`src/gdf_pkg.sv`:
```
// package for the grouped input debounce filter
// assumes a 20 MHz clock; shared by the filter top and its channel module
package gdf_pkg;
   // clock period in nanoseconds
   localparam int CLK_PERIOD_NS = 50;
   // nominal detection times in microseconds, per setting code
   localparam int T0_US = 150;
   localparam int T1_US = 1000;
   localparam int T2_US = 5000;
   localparam int T3_US = 10000;
   // cycle counts derived from times (least time, rounded up)
   localparam int CYC0 = (T0_US * 1000 + CLK_PERIOD_NS - 1) / CLK_PERIOD_NS;
   localparam int CYC1 = (T1_US * 1000 + CLK_PERIOD_NS - 1) / CLK_PERIOD_NS;
   localparam int CYC2 = (T2_US * 1000 + CLK_PERIOD_NS - 1) / CLK_PERIOD_NS;
   localparam int CYC3 = (T3_US * 1000 + CLK_PERIOD_NS - 1) / CLK_PERIOD_NS;
   // counter width big enough for the longest count
   localparam int CNT_W = 18;
   // input count and group boundaries
   localparam int N_IN = 12;
   localparam int G1_LO = 0;
   localparam int G2_LO = 2;
   localparam int G3_LO = 10;
   // setting code encoding
   typedef enum logic [1:0]
   {
      GDF_SET_0MS = 2'h0,
      GDF_SET_1MS = 2'h1,
      GDF_SET_5MS = 2'h2,
      GDF_SET_10MS = 2'h3
   } gdf_set_t;
   // settings for all three groups, group 1 first
   typedef struct packed
   {
      gdf_set_t g1;
      gdf_set_t g2;
      gdf_set_t g3;
   } gdf_cfg_t;
   // reset value of the settings
   localparam gdf_cfg_t CFG_RST = '{GDF_SET_0MS, GDF_SET_0MS, GDF_SET_0MS};
endpackage

```
`src/gdf_chan.sv`:
```
// one debounce channel: holds accepted level until raw level is stable
// assumes raw input synchronous to clk and a cycle threshold from the top
module gdf_chan #(
   parameter int CNT_W = gdf_pkg::CNT_W
)(
   input wire logic clk,
   input wire logic srst,
   input wire logic raw,
   input wire logic [CNT_W-1:0] thresh,
   output logic filt
);
   // run length of the differing level
   logic [CNT_W-1:0] cnt_r;

   // count cycles the raw level differs from the accepted one
   always_ff @(posedge clk)
   begin
      if (srst)
         cnt_r <= '0;
      else if (raw == filt)
         cnt_r <= '0;
      else if (cnt_r < thresh)
         cnt_r <= cnt_r + 1'h1;
   end

   // accept the new level after an unbroken run
   always_ff @(posedge clk)
   begin
      if (srst)
         filt <= 1'h0;
      else if (raw != filt && cnt_r + 1'h1 >= thresh)
         filt <= raw;
   end
endmodule

```
`src/gdf_top.sv`:
```
// grouped input debounce filter with console setting port
// assumes console handshakes are one-cycle strobes synchronous to clk
module gdf_top #(
   parameter int N_IN = gdf_pkg::N_IN,
   parameter int CNT_W = gdf_pkg::CNT_W
)(
   input wire logic clk,
   input wire logic srst,
   input wire logic [N_IN-1:0] in_raw,
   output logic [N_IN-1:0] in_filt,
   input wire logic prog_mode,
   input wire logic cfg_wr,
   input wire gdf_pkg::gdf_cfg_t cfg_wdata,
   output logic cfg_wr_ack,
   output logic cfg_wr_err,
   input wire logic cfg_rd,
   output gdf_pkg::gdf_cfg_t cfg_rdata,
   output logic cfg_rd_vld
);
   // stored settings for the three groups
   gdf_pkg::gdf_cfg_t cfg_r;
   // write strobe taken in program mode
   logic wr_take;
   // write strobe refused while running
   logic wr_refuse;
   // group one threshold, inputs 0 and 1
   logic [CNT_W-1:0] th_g1;
   // group two threshold, inputs 2 to 9
   logic [CNT_W-1:0] th_g2;
   // group three threshold, inputs 10 and 11
   logic [CNT_W-1:0] th_g3;
   // per-input threshold, picked by group
   logic [CNT_W-1:0] th_in [N_IN];

   // map a setting code to a cycle count
   // counts sit at the short end of each allowed window
   // a longer count would still pass, but chatter gets through less
   // a two-bit code has no spare value; the default only keeps it latch free
   function automatic logic [CNT_W-1:0] code_cycles(input gdf_pkg::gdf_set_t c);
      case (c)
         // code 0: shortest detection time
         gdf_pkg::GDF_SET_0MS:
         begin
            code_cycles = CNT_W'(gdf_pkg::CYC0);
         end
         // code 1: one millisecond
         gdf_pkg::GDF_SET_1MS:
         begin
            code_cycles = CNT_W'(gdf_pkg::CYC1);
         end
         // code 2: five milliseconds
         gdf_pkg::GDF_SET_5MS:
         begin
            code_cycles = CNT_W'(gdf_pkg::CYC2);
         end
         // code 3: ten milliseconds, inside the half millisecond slack
         gdf_pkg::GDF_SET_10MS:
         begin
            code_cycles = CNT_W'(gdf_pkg::CYC3);
         end
         // not reachable
         default:
         begin
            code_cycles = CNT_W'(gdf_pkg::CYC0);
         end
      endcase
   endfunction

   // split the write strobe by mode
   // a refused write leaves the settings alone
   always_comb
   begin
      wr_take = cfg_wr && prog_mode;
      wr_refuse = cfg_wr && !prog_mode;
   end

   // settings store: whole word, program mode only
   // all three groups land on one edge, so the channels never
   // see a partly written set
   always_ff @(posedge clk)
   begin
      if (srst)
      begin
         // start from the shortest filter
         cfg_r <= gdf_pkg::CFG_RST;
      end
      else if (wr_take)
      begin
         // whole word replaces the old settings
         cfg_r <= cfg_wdata;
      end
   end

   // write acknowledge, one cycle after the strobe
   // the console takes its own copy on this pulse,
   // so both copies change together
   always_ff @(posedge clk)
   begin
      if (srst)
      begin
         // no answer pending after reset
         cfg_wr_ack <= 1'h0;
      end
      else
      begin
         // one pulse per accepted strobe
         cfg_wr_ack <= wr_take;
      end
   end

   // write refusal, one cycle after the strobe
   // tells the console its copy must stay as it was
   always_ff @(posedge clk)
   begin
      if (srst)
      begin
         // no refusal pending after reset
         cfg_wr_err <= 1'h0;
      end
      else
      begin
         // one pulse per strobe in run mode
         cfg_wr_err <= wr_refuse;
      end
   end

   // read valid, one cycle after the strobe
   // reads are honoured in either mode
   // back to back reads give back to back pulses
   always_ff @(posedge clk)
   begin
      if (srst)
      begin
         // no read pending after reset
         cfg_rd_vld <= 1'h0;
      end
      else
      begin
         // follows the read strobe
         cfg_rd_vld <= cfg_rd;
      end
   end

   // read data, all three groups in group order
   // holds until the next read, so a slow console can take it late
   // a read on the same edge as a write returns the old settings
   always_ff @(posedge clk)
   begin
      if (srst)
      begin
         cfg_rdata <= gdf_pkg::CFG_RST;
      end
      else if (cfg_rd)
      begin
         // snapshot of the whole settings word
         cfg_rdata <= cfg_r;
      end
   end

   // group thresholds
   // recomputed from the stored codes every cycle, so a new setting
   // takes effect on the cycle after the write
   always_comb
   begin
      // group one
      th_g1 = code_cycles(cfg_r.g1);
      // group two
      th_g2 = code_cycles(cfg_r.g2);
      // group three
      th_g3 = code_cycles(cfg_r.g3);
   end

   // assign each input its group threshold and channel
   // group bounds come from the package, so another grouping
   // only changes the constants
   genvar i;
   generate
      for (i = 0; i < N_IN; i++)
      begin : g_ch
         // inputs 10 and 11
         if (i >= gdf_pkg::G3_LO)
         begin : g3
            assign th_in[i] = th_g3;
         end
         // inputs 2 to 9
         else if (i >= gdf_pkg::G2_LO)
         begin : g2
            assign th_in[i] = th_g2;
         end
         // inputs 0 and 1
         else
         begin : g1
            assign th_in[i] = th_g1;
         end
         // one debounce channel per input
         // each channel restarts its count on any return to the old level
         // and channels share nothing but their group threshold
         gdf_chan #(.CNT_W(CNT_W)) u_ch (
            .clk(clk),
            .srst(srst),
            .raw(in_raw[i]),
            .thresh(th_in[i]),
            .filt(in_filt[i])
         );
      end
   endgenerate
endmodule

```
`config.mk`:
```
export PLATFORM = sky130hd
export DESIGN_NAME = gdf_top
export DESIGN_NICKNAME = d
export VERILOG_FILES = /design/src/gdf_pkg.sv /design/src/gdf_chan.sv /design/src/gdf_top.sv
export SDC_FILE = /design/constraint.sdc
export NUM_CORES = 1
export LEC_CHECK = 0
export BUFFER_PORTS_ARGS = -buffer_cell sky130_fd_sc_hd__buf_2
export CAP_MARGIN = 20
export CORE_MARGIN = 3
export CORE_UTILIZATION = 59
export CTS_CLUSTER_DIAMETER = 50
export DETAILED_ROUTE_END_ITERATION = 6
export GPL_ROUTABILITY_DRIVEN = 0
export PLACE_DENSITY = 0.79
export SLEW_MARGIN = 10
export SYNTH_ARGS = -nofsm -noshare
export SYNTH_HDL_FRONTEND = slang
export SYNTH_HIERARCHICAL = 1
export SYNTH_SLANG_ARGS = --single-unit
```
`constraint.sdc`:
```
create_clock -name clk -period 3.27 [get_ports clk]
set_input_delay 0.327 -clock clk [delete_from_list [all_inputs] [get_ports clk]]
set_output_delay 0.327 -clock clk [all_outputs]
set_load 0.05 [all_outputs]
```
== Yosys cells after proc, flatten, opt, wreduce, memory -nomap -nowiden ==
Index checks and enable logic that the tools add are counted.

* Word-level logic and storage cells: 135
* Register bits after elaboration: 243
* Input bits: 23

* Add/subtract/negate cells: 12
* Reduce and logical (&&, ||, !) cells: 30
* Muxes and demuxes: 3
* Equal/unequal tests: 33
* $lt $le $gt $ge: 24

{| class="wikitable"
|+ Operator list
! kind !! count
|-
| $add 18x1->18 const B || 12
|-
| $ge 18x18->1 || 12
|-
| $lt 18x18->1 || 12
|-
| $pmux 18 s4 || 3
|-
| $reduce_or 2->1 || 12
|-
| $logic_and 1x1->1 || 14
|-
| $eq 1x1->1 || 12
|-
| $eq 2x2->1 const B || 6
|-
| $ne 1x1->1 || 12
|-
| $eq 2x1->1 const B || 3
|-
| $logic_not 2->1 || 3
|-
| $logic_not 1->1 || 1
|}

== Depth between registers and ports, before layout ==
Gate-level depths: netlist of run 1.

* Depth after elaboration: 4
* Depth in mapped cells: 13
* Mapped depth without buffers: 12

== Cells and area by module ==
Netlist of run 1, hierarchy kept.

{| class="wikitable"
|+ By module, submodules not included
! module !! area an instance (µm²) !! instances !! cells each !! sequential area each (µm²)
|-
| gdf_chan || 1981.9 || 12 || 235 || 380.4
|-
| gdf_top || 973.4 || 1 || 94 || 300.3
|}

== Least setup slack after synthesis of run 1 ==
No wires, ideal clock.

* Kind: register -> register
* Start: register cfg_r[2] (netlist name)
* End: register g_ch[2].u_ch.cnt_r[3]
* Slack: 0.205 ns
* Clock period less this slack: 3.065 ns
* Data arrival time: 2.996 ns
* Stages on the path, launching flop included: 12
* Path through: dfxtp_1 inv_1 ha_1 or2_2 inv_1 ha_1 and4_1 a21oi_1 a2111oi_4 buf_6 or4_2 a21oi_2

* Longest elaborated chain between the ends: 3
* Elaborated cells between the ends (all ways): 6

{| class="wikitable"
|+ Ends and longest elaborated chain
! element !! line !! RTL
|-
| start, declared || gdf_top.sv:21 || <nowiki>gdf_pkg::gdf_cfg_t cfg_r;</nowiki>
|-
| start signal, assigned || gdf_top.sv:85 || <nowiki>cfg_r <= gdf_pkg::CFG_RST;</nowiki>
|-
| start signal, assigned || gdf_top.sv:90 || <nowiki>cfg_r <= cfg_wdata;</nowiki>
|-
| $eq 2x2->1 (tied with other cells) || gdf_top.sv:40 || <nowiki>case (c)</nowiki>
|-
| $pmux 18 s4 * || gdf_top.sv:40 ||
|-
| via th_g2[3] || gdf_top.sv:29 || <nowiki>logic [CNT_W-1:0] th_g2;</nowiki>
|-
| $lt 18x18->1 * || gdf_chan.sv:22 || <nowiki>else if (cnt_r < thresh)</nowiki>
|-
| end signal, assigned || gdf_chan.sv:23 || <nowiki>cnt_r <= cnt_r + 1'h1;</nowiki>
|-
| end, declared || gdf_chan.sv:13 || <nowiki>logic [CNT_W-1:0] cnt_r;</nowiki>
|}

The timed path passes the listed nets; every way through them passes the cells marked *. The select of a mux whose other input is x is not followed.
A chain may end at the register's enable or synchronous reset.

== Worst setup path in the final report of run 1 ==
* Start: register cfg_r[2] (netlist name)
* End: register g_ch[8].u_ch.cnt_r[13]

* Longest elaborated chain between the ends: 3
* Elaborated cells between the ends (all ways): 6

{| class="wikitable"
|+ Ends and longest elaborated chain
! element !! line
|-
| $eq 2x2->1 (tied with other cells) || gdf_top.sv:40
|-
| $pmux 18 s4 * || gdf_top.sv:40
|-
| via th_g2[15] || gdf_top.sv:29
|-
| $lt 18x18->1 * || gdf_chan.sv:22
|-
| end signal, assigned || gdf_chan.sv:23
|-
| end, declared || gdf_chan.sv:13
|}

Marks and branches as above.

==> results.toml, run 1 <==
[status]
outcome = "finished, final reports clean"

[synthesis]
ys_types = 50
ys_ff_latch = 243
yosys-top-cells-area = "ha_1, dfxtp_1, xnor2_1"
syn_inst = 2914
synth_warnings = 6
avgSynthCellArea_um2 = 8.50
synth_top_area_share_pct = 23.5
ys_seq_area_share_pct = 19.7
synth_top_area_cell = "ha_1"
synthArstFlopShare_pct = 0
synthFlopType = "dfxtp_1"
synth_edf_count = 0
syn_area_mm2 = 0.0248

[detailed_routing]
firstDrtPassIters = 7
dr.first_iter.drc_count = 1443
drtAntennaViolNets = 0
route.detailed.drc = 0
avgViaCountPerCell = 6.25
vias = 22476
drt_wl_total_um = 61900
wl_per_cell_um = 17.2

[critical_path]
cp_slowest_cell = "or2_2"
worstPathMaxFanout = 16
crit_path_max_incr_delay_ns = 0.43
crit_path_cell_trace = "inv_1 > ha_1 > buf_4 > or2_2 > inv_1 > ha_1 > a21oi_1 > o221ai_4 > or3_1 > or4_1 > nand2_1"
critPathKind = "reg -> reg"
cp-start-kind = "flop"
critPathCaptureType = "flop"
cp.required_ns = 3.78
arrival_ns = 3.64

[global_routing]
grt_usage_pct = 27.5
first_global_vias = 22374
antenna_found_initial = 0
grt_pass1_wl_um = 105000
overflow = 0
grt_max_degree = 70

[floorplanning]
die_area_mm2 = 0.0445
die_w_um = 211
start_util_pct = 60.2
pin_count = 44
core-area_mm2 = 0.0411
num_rows = 74
die_h_um = 211

[cells_and_area]
stdcell_count = 3596
mostFrequentLayoutCells = "ha_1, inv_1, a21oi_1"
layout_commonest_cell = "ha_1"
final_nets = 3524
drive_gt1_share_pct = 12.0
final_cell_area_mm2 = 0.0273
area_delta_synth_final_pct = 10.1
diodes = 0

[power_and_ir_drop]
peakVddDrop_mv = 0.251
swShare_pct = 26.7
power_switching_mw = 2.16
power.share.clock_pct = 52.7
power_density_mw_per_mm2 = 296
seq_power_share_pct = 37.4
pwr-share-comb_pct = 9.9
p_leak_nw = 11.9
internal-power_mw = 5.92

[place]
dpl_cell_area_mm2 = 0.0259
dp.cells = 3529
port_buffers = 43
hpwlAfterDp_um = 46200

[sta]
drv_slew = 0
max_clock_freq_mhz = 319
tightest_slew_ns = 0.690
min_period_over_period_pct = 95.9
setup_viol = 0
hold_slack_ns = 0.0374
hold_viol = 0
max_slew_margin_pct = 54.0
fin_skew_ns = 0.0330
period_minus_slack_ns = 3.14

[clock_tree]
cts_tree = "built"
cts.root.buffer_cell = "clkbuf_16"
htree_levels = 2
cts_buffer_depth = 3
cts_setup_buffers = 0
insertion_delay_ns = 0.57
clkTransAtPathRegs_ns = 0.06
cts.sinks = 243
cts-buffers-inserted = 37

[worst_hold_path]
hold_path.class = "in -> reg"

[flow_run]
drv_cap = 0
## layer usage
layer  vias to the layer above  share of wire (%)  GRT usage [%]
li1                      11114                  -              -
met3                       125                4.7           3.55
met1                     10707                 44           34.7
met5                         -                  0              0
met4                         0                2.8           9.45
met2                       530                 49           48.6
## synth_stat cells (24+ instances only)
master	n
or3_1	24
a21oi_2	60
or4_1	120
a21o_1	48
o211ai_1	24
o21ai_0	48
dfxtp_1	243
nand2b_1	24
a21oi_1	288
nand3_1	96
or4_2	60
nand2_1	192
xnor2_1	180
buf_6	25
ha_1	465
and3_1	36
xor2_1	24
nor2_1	54
inv_1	294
clkbuf_1	36
o31ai_1	192
and4_1	24
nand4_1	84
## worst max-delay path, delay by kind of cell, from the launching register on
family / cells / cell delay (ns)
buf+inv: 3 / 0.45
compound gates: 2 / 0.50
flops: 1 / 0.33
fa+ha+maj: 2 / 0.50
simple gates: 4 / 1.31
## state kept, by name, indices dropped and copies added, names as in the netlist
signal	count
cfg_r	6
cfg_rdata	6
cfg_wr_err	1
g_ch.u_ch/filt	12
cfg_rd_vld	1
g_ch.u_ch/cnt_r	216
cfg_wr_ack	1
## timing repair
| item | in CTS | in global routing |
|---|---|---|
| hold buffers | 0 | 0 |
| pin swaps | 0 | 1 |
| endpoints found under the setup margin | 14 | 97 |
| gates resized for setup | 1 | 13 |
## power by group through the flow
stage / registers [mW] / clock network (mW) / logic (mW)
floorplan: 3.09 / 0 / 0.529
global placement: 3.08 / 0 / 0.727
detailed placement: 3.08 / 0 / 0.771
CTS: 3.02 / 4.34 / 0.781
global route: 3.02 / 4.47 / 0.905
finish: 3.02 / 4.26 / 0.798
## worst paths after layout
check / slack, ns / to / depth (start not counted) / start
max reg2reg: 0.13 / g_ch[8].u_ch/cnt_r[13]$_SDFFE_PP0N_ / 11 / cfg_r[2]$_SDFFE_PP0P_
max: 0.13 / g_ch[8].u_ch/cnt_r[13]$_SDFFE_PP0N_ / 11 / cfg_r[2]$_SDFFE_PP0P_
min: 0.04 / cfg_wr_err$_SDFF_PP0_ / 2 / prog_mode
min reg2reg: 0.50 / g_ch[7].u_ch/filt$_SDFFE_PP0P_ / 2 / g_ch[7].u_ch/filt$_SDFFE_PP0P_
## area by class of cell
| type | count | area [um^2] |
|---|---|---|
| clock buffer | 44 | 1030 |
| sequential | 243 | 4870 |
| inverter | 294 | 1100 |
| timing repair buffer | 113 | 907 |
| multi-input combinational | 2347 | 18400 |
| fill | 3331 | 13900 |
| clock inverter | 23 | 275 |
| tap | 532 | 666 |
## kinds of logic (layout without fill, tap and decap cells)
kind of cell             count (synthesis)  in the layout  share of synthesized area (%)
AO/OA/AOI/OAI                          786            786                           22.2
AND/OR/NAND/NOR                        802            802                           19.0
buffers and inverters                  395            474                           7.68
other                                    1             72                         0.0151
flip-flops                             243            243                           19.7
adder cells (fa/ha/maj)                465            465                           23.5
multiplexers                            18             18                          0.728
XOR/XNOR                               204            204                           7.22
## stage by stage
step | utilization, % | total power, mW | TNS [ns] | worst slack, ns
after global placement | 62.9 | 3.81 | 0 | 0.158
after detailed placement | 62.9 | 3.85 | -0.0244 | -0.0179
after CTS | 66.1 | 8.14 | 0 | 0.0683
final | 66.3 | 8.08 | 0 | 0.133
after global routing | 66.3 | 8.40 | -0.0131 | -0.0119
after floorplan | - | 3.62 | 0 | 0.205
(Power assumes the default switching activity.)
==> inputs of run 2 (changes only) <==
--- a/config.mk
+++ b/config.mk
@@ -7,6 +7,7 @@
 export LEC_CHECK = 0
 export BUFFER_PORTS_ARGS = -buffer_cell sky130_fd_sc_hd__buf_2
 export CAP_MARGIN = 20
+export CORE_ASPECT_RATIO = 1.75
 export CORE_MARGIN = 3
 export CORE_UTILIZATION = 59
 export CTS_CLUSTER_DIAMETER = 50
==> run 2 against run 1 <==
Net effect:
- first-iteration DRC count decreased by 16%
- final cell count rose by 0.36%
- final area shrank 0.70%
- sequential cell count stayed put
- sequential power barely moved
- sequential share of layout area rose by 0.13 points
- non-clock buffer count up 6
- worst hold slack got worse by 0.0061 ns
- clock power fell by 16%
- maximum frequency increased by 0.31%
- count of clock-buffer cells in the layout fell by 4
- largest cell class unchanged
- highest routed layer unchanged
==> results.toml, run 2 (synthesized netlist as in run 1, its figures left out) <==
[status]
outcome = "finished, final reports clean"

[worst_hold_path]
hold_depth = 3
hold_path.class = "in -> reg"

[critical_path]
critPathCaptureType = "flop"
critPathKind = "reg -> reg"
cp.required_ns = 3.80
arrival_ns = 3.65
cp_slowest_cell = "or4_2"
crit_path_cell_trace = "inv_1 > ha_1 > buf_4 > inv_1 > ha_1 > a21oi_1 > a31o_1 > a2111oi_4 > buf_12 > or4_2 > a21oi_2"
r2r_cells = 11
crit_path_max_incr_delay_ns = 0.63
worstPathMaxFanout = 36
cp-start-kind = "flop"

[detailed_routing]
vias = 22685
dr.first_iter.drc_count = 1210
drtAntennaViolNets = 0
firstDrtPassIters = 5
avgViaCountPerCell = 6.29
drt_wl_total_um = 63100
route.detailed.drc = 0
wl_per_cell_um = 17.5

[clock_tree]
clkTransAtPathRegs_ns = 0.06
cts-buffers-inserted = 30
cts_setup_buffers = 0
htree_levels = 1
insertion_delay_ns = 0.59
cts_buffer_depth = 3
cts_tree = "built"
cts.sinks = 243
cts.root.buffer_cell = "clkbuf_16"

[global_routing]
overflow = 0
grt_pass1_wl_um = 105000
grt_max_degree = 38
grt_usage_pct = 27.2
first_global_vias = 23063
antenna_found_initial = 0

[cells_and_area]
layout_commonest_cell = "ha_1"
diodes = 0
final_nets = 3523
mostFrequentLayoutCells = "ha_1, inv_1, a21oi_1"
top_register = "g_ch.u_ch/cnt_r"
n_fill_cell = 3411
reg.largest.list = "g_ch.u_ch/cnt_r x216, g_ch.u_ch/filt x12"
largest_reg_flops = 216
area_delta_synth_final_pct = 9.32
drive_gt1_share_pct = 11.7

[floorplanning]
pin_count = 44
die_h_um = 277
die_area_mm2 = 0.0446
start_util_pct = 60.1
num_rows = 98
core-area_mm2 = 0.0412
die_w_um = 161

[sta]
period_minus_slack_ns = 3.13
hold_slack_ns = 0.0313
rsz0062_at_grt = "false"
fin_setup_tns_ns = 0
drv_slew = 0
max_slew_margin_pct = 61.1
hold_viol = 0
setup_viol = 0
max_clock_freq_mhz = 320
fin_skew_ns = 0.0309
min_period_over_period_pct = 95.6
tightest_slew_ns = 0.568

[flow_run]
drv_cap = 0

[power_and_ir_drop]
peakVddDrop_mv = 0.383
power_density_mw_per_mm2 = 274
p_leak_nw = 11.8

[place]
port_buffers = 43
hpwlAfterDp_um = 48800
==> run 2: changes by cell type in the layout (fill, tap and decap cells not counted), moves of 3 or more <==
cell / change
o221ai_2: +4
clkbuf_16: -8
dlygate4sd3_1: +3
buf_12: +3
o221ai_4: -4
==> run 2: repair_timing <==
item,4_1_cts,5_1_grt
gates cloned,0,0
pin swaps,0,2
resized for setup,1,10
setup endpoints to repair,28,77
endpoints found under the hold margin,3,0
hold buffers,3,0
==> run 2: worst paths after layout <==
| path | startpoint | to | slack (ns) |
|---|---|---|---|
| hold / removal | in_raw[10] | g_ch[10].u_ch/filt$_SDFFE_PP0P_ | 0.03 |
| hold reg to reg | g_ch[3].u_ch/filt$_SDFFE_PP0P_ | g_ch[3].u_ch/filt$_SDFFE_PP0P_ | 0.50 |
| setup reg to reg | cfg_r[3]$_SDFFE_PP0P_ | g_ch[5].u_ch/cnt_r[2]$_SDFFE_PP0N_ | 0.14 |
| setup / recovery | cfg_r[3]$_SDFFE_PP0P_ | g_ch[5].u_ch/cnt_r[2]$_SDFFE_PP0N_ | 0.14 |
==> run 2: worst max-delay path, delay by kind of cell, from the launching register on <==
kind,cells,cell delay (ns)
buf+inv,4,0.75
flops,1,0.36
compound gates,4,0.75
simple gates,1,0.63
fa+ha+maj,2,0.56
==> run 2: per-stage QoR <==
step	power, mW	cells	util (%)	setup slack (ns)	instance area (um^2)
after floorplan	3.62	2985	-	0.205	25000
after global placement	3.82	3550	63.0	0.147	26000
after detailed placement	3.86	3550	63.0	0.00141	26000
after CTS	7.47	3609	65.6	0.0408	27000
after global routing	7.70	3609	65.7	0.00806	27100
final	7.41	3609	65.7	0.143	27100
==> run 2: layout make-up <==
class	instances	area, um^2	share of cell area [%]
clock buffer	40	870	3.21
clock inverter	16	186	0.689
inverter	294	1100	4.08
multi-input combinational	2347	18300	67.8
sequential	243	4870	18.0
tap	550	688	2.54
timing repair buffer	119	997	3.68
==> run 2: layer usage <==
metal / up-vias / wire length, um / global-route usage [%] / share of wire (%)
met1: 10835 / 23700 / 28.0 / 38
li1: 11095 / - / - / -
met2: 542 / 34000 / 53.5 / 54
met3: 213 / 2400 / 2.77 / 3.8
met5: - / 0 / 0 / 0
met4: 0 / 3050 / 13.3 / 4.8
==> run 2: power breakdown <==
part	internal, mW	switching [mW]
clock network	2.12	1.47
logic	0.275	0.527
registers	2.98	0.0388
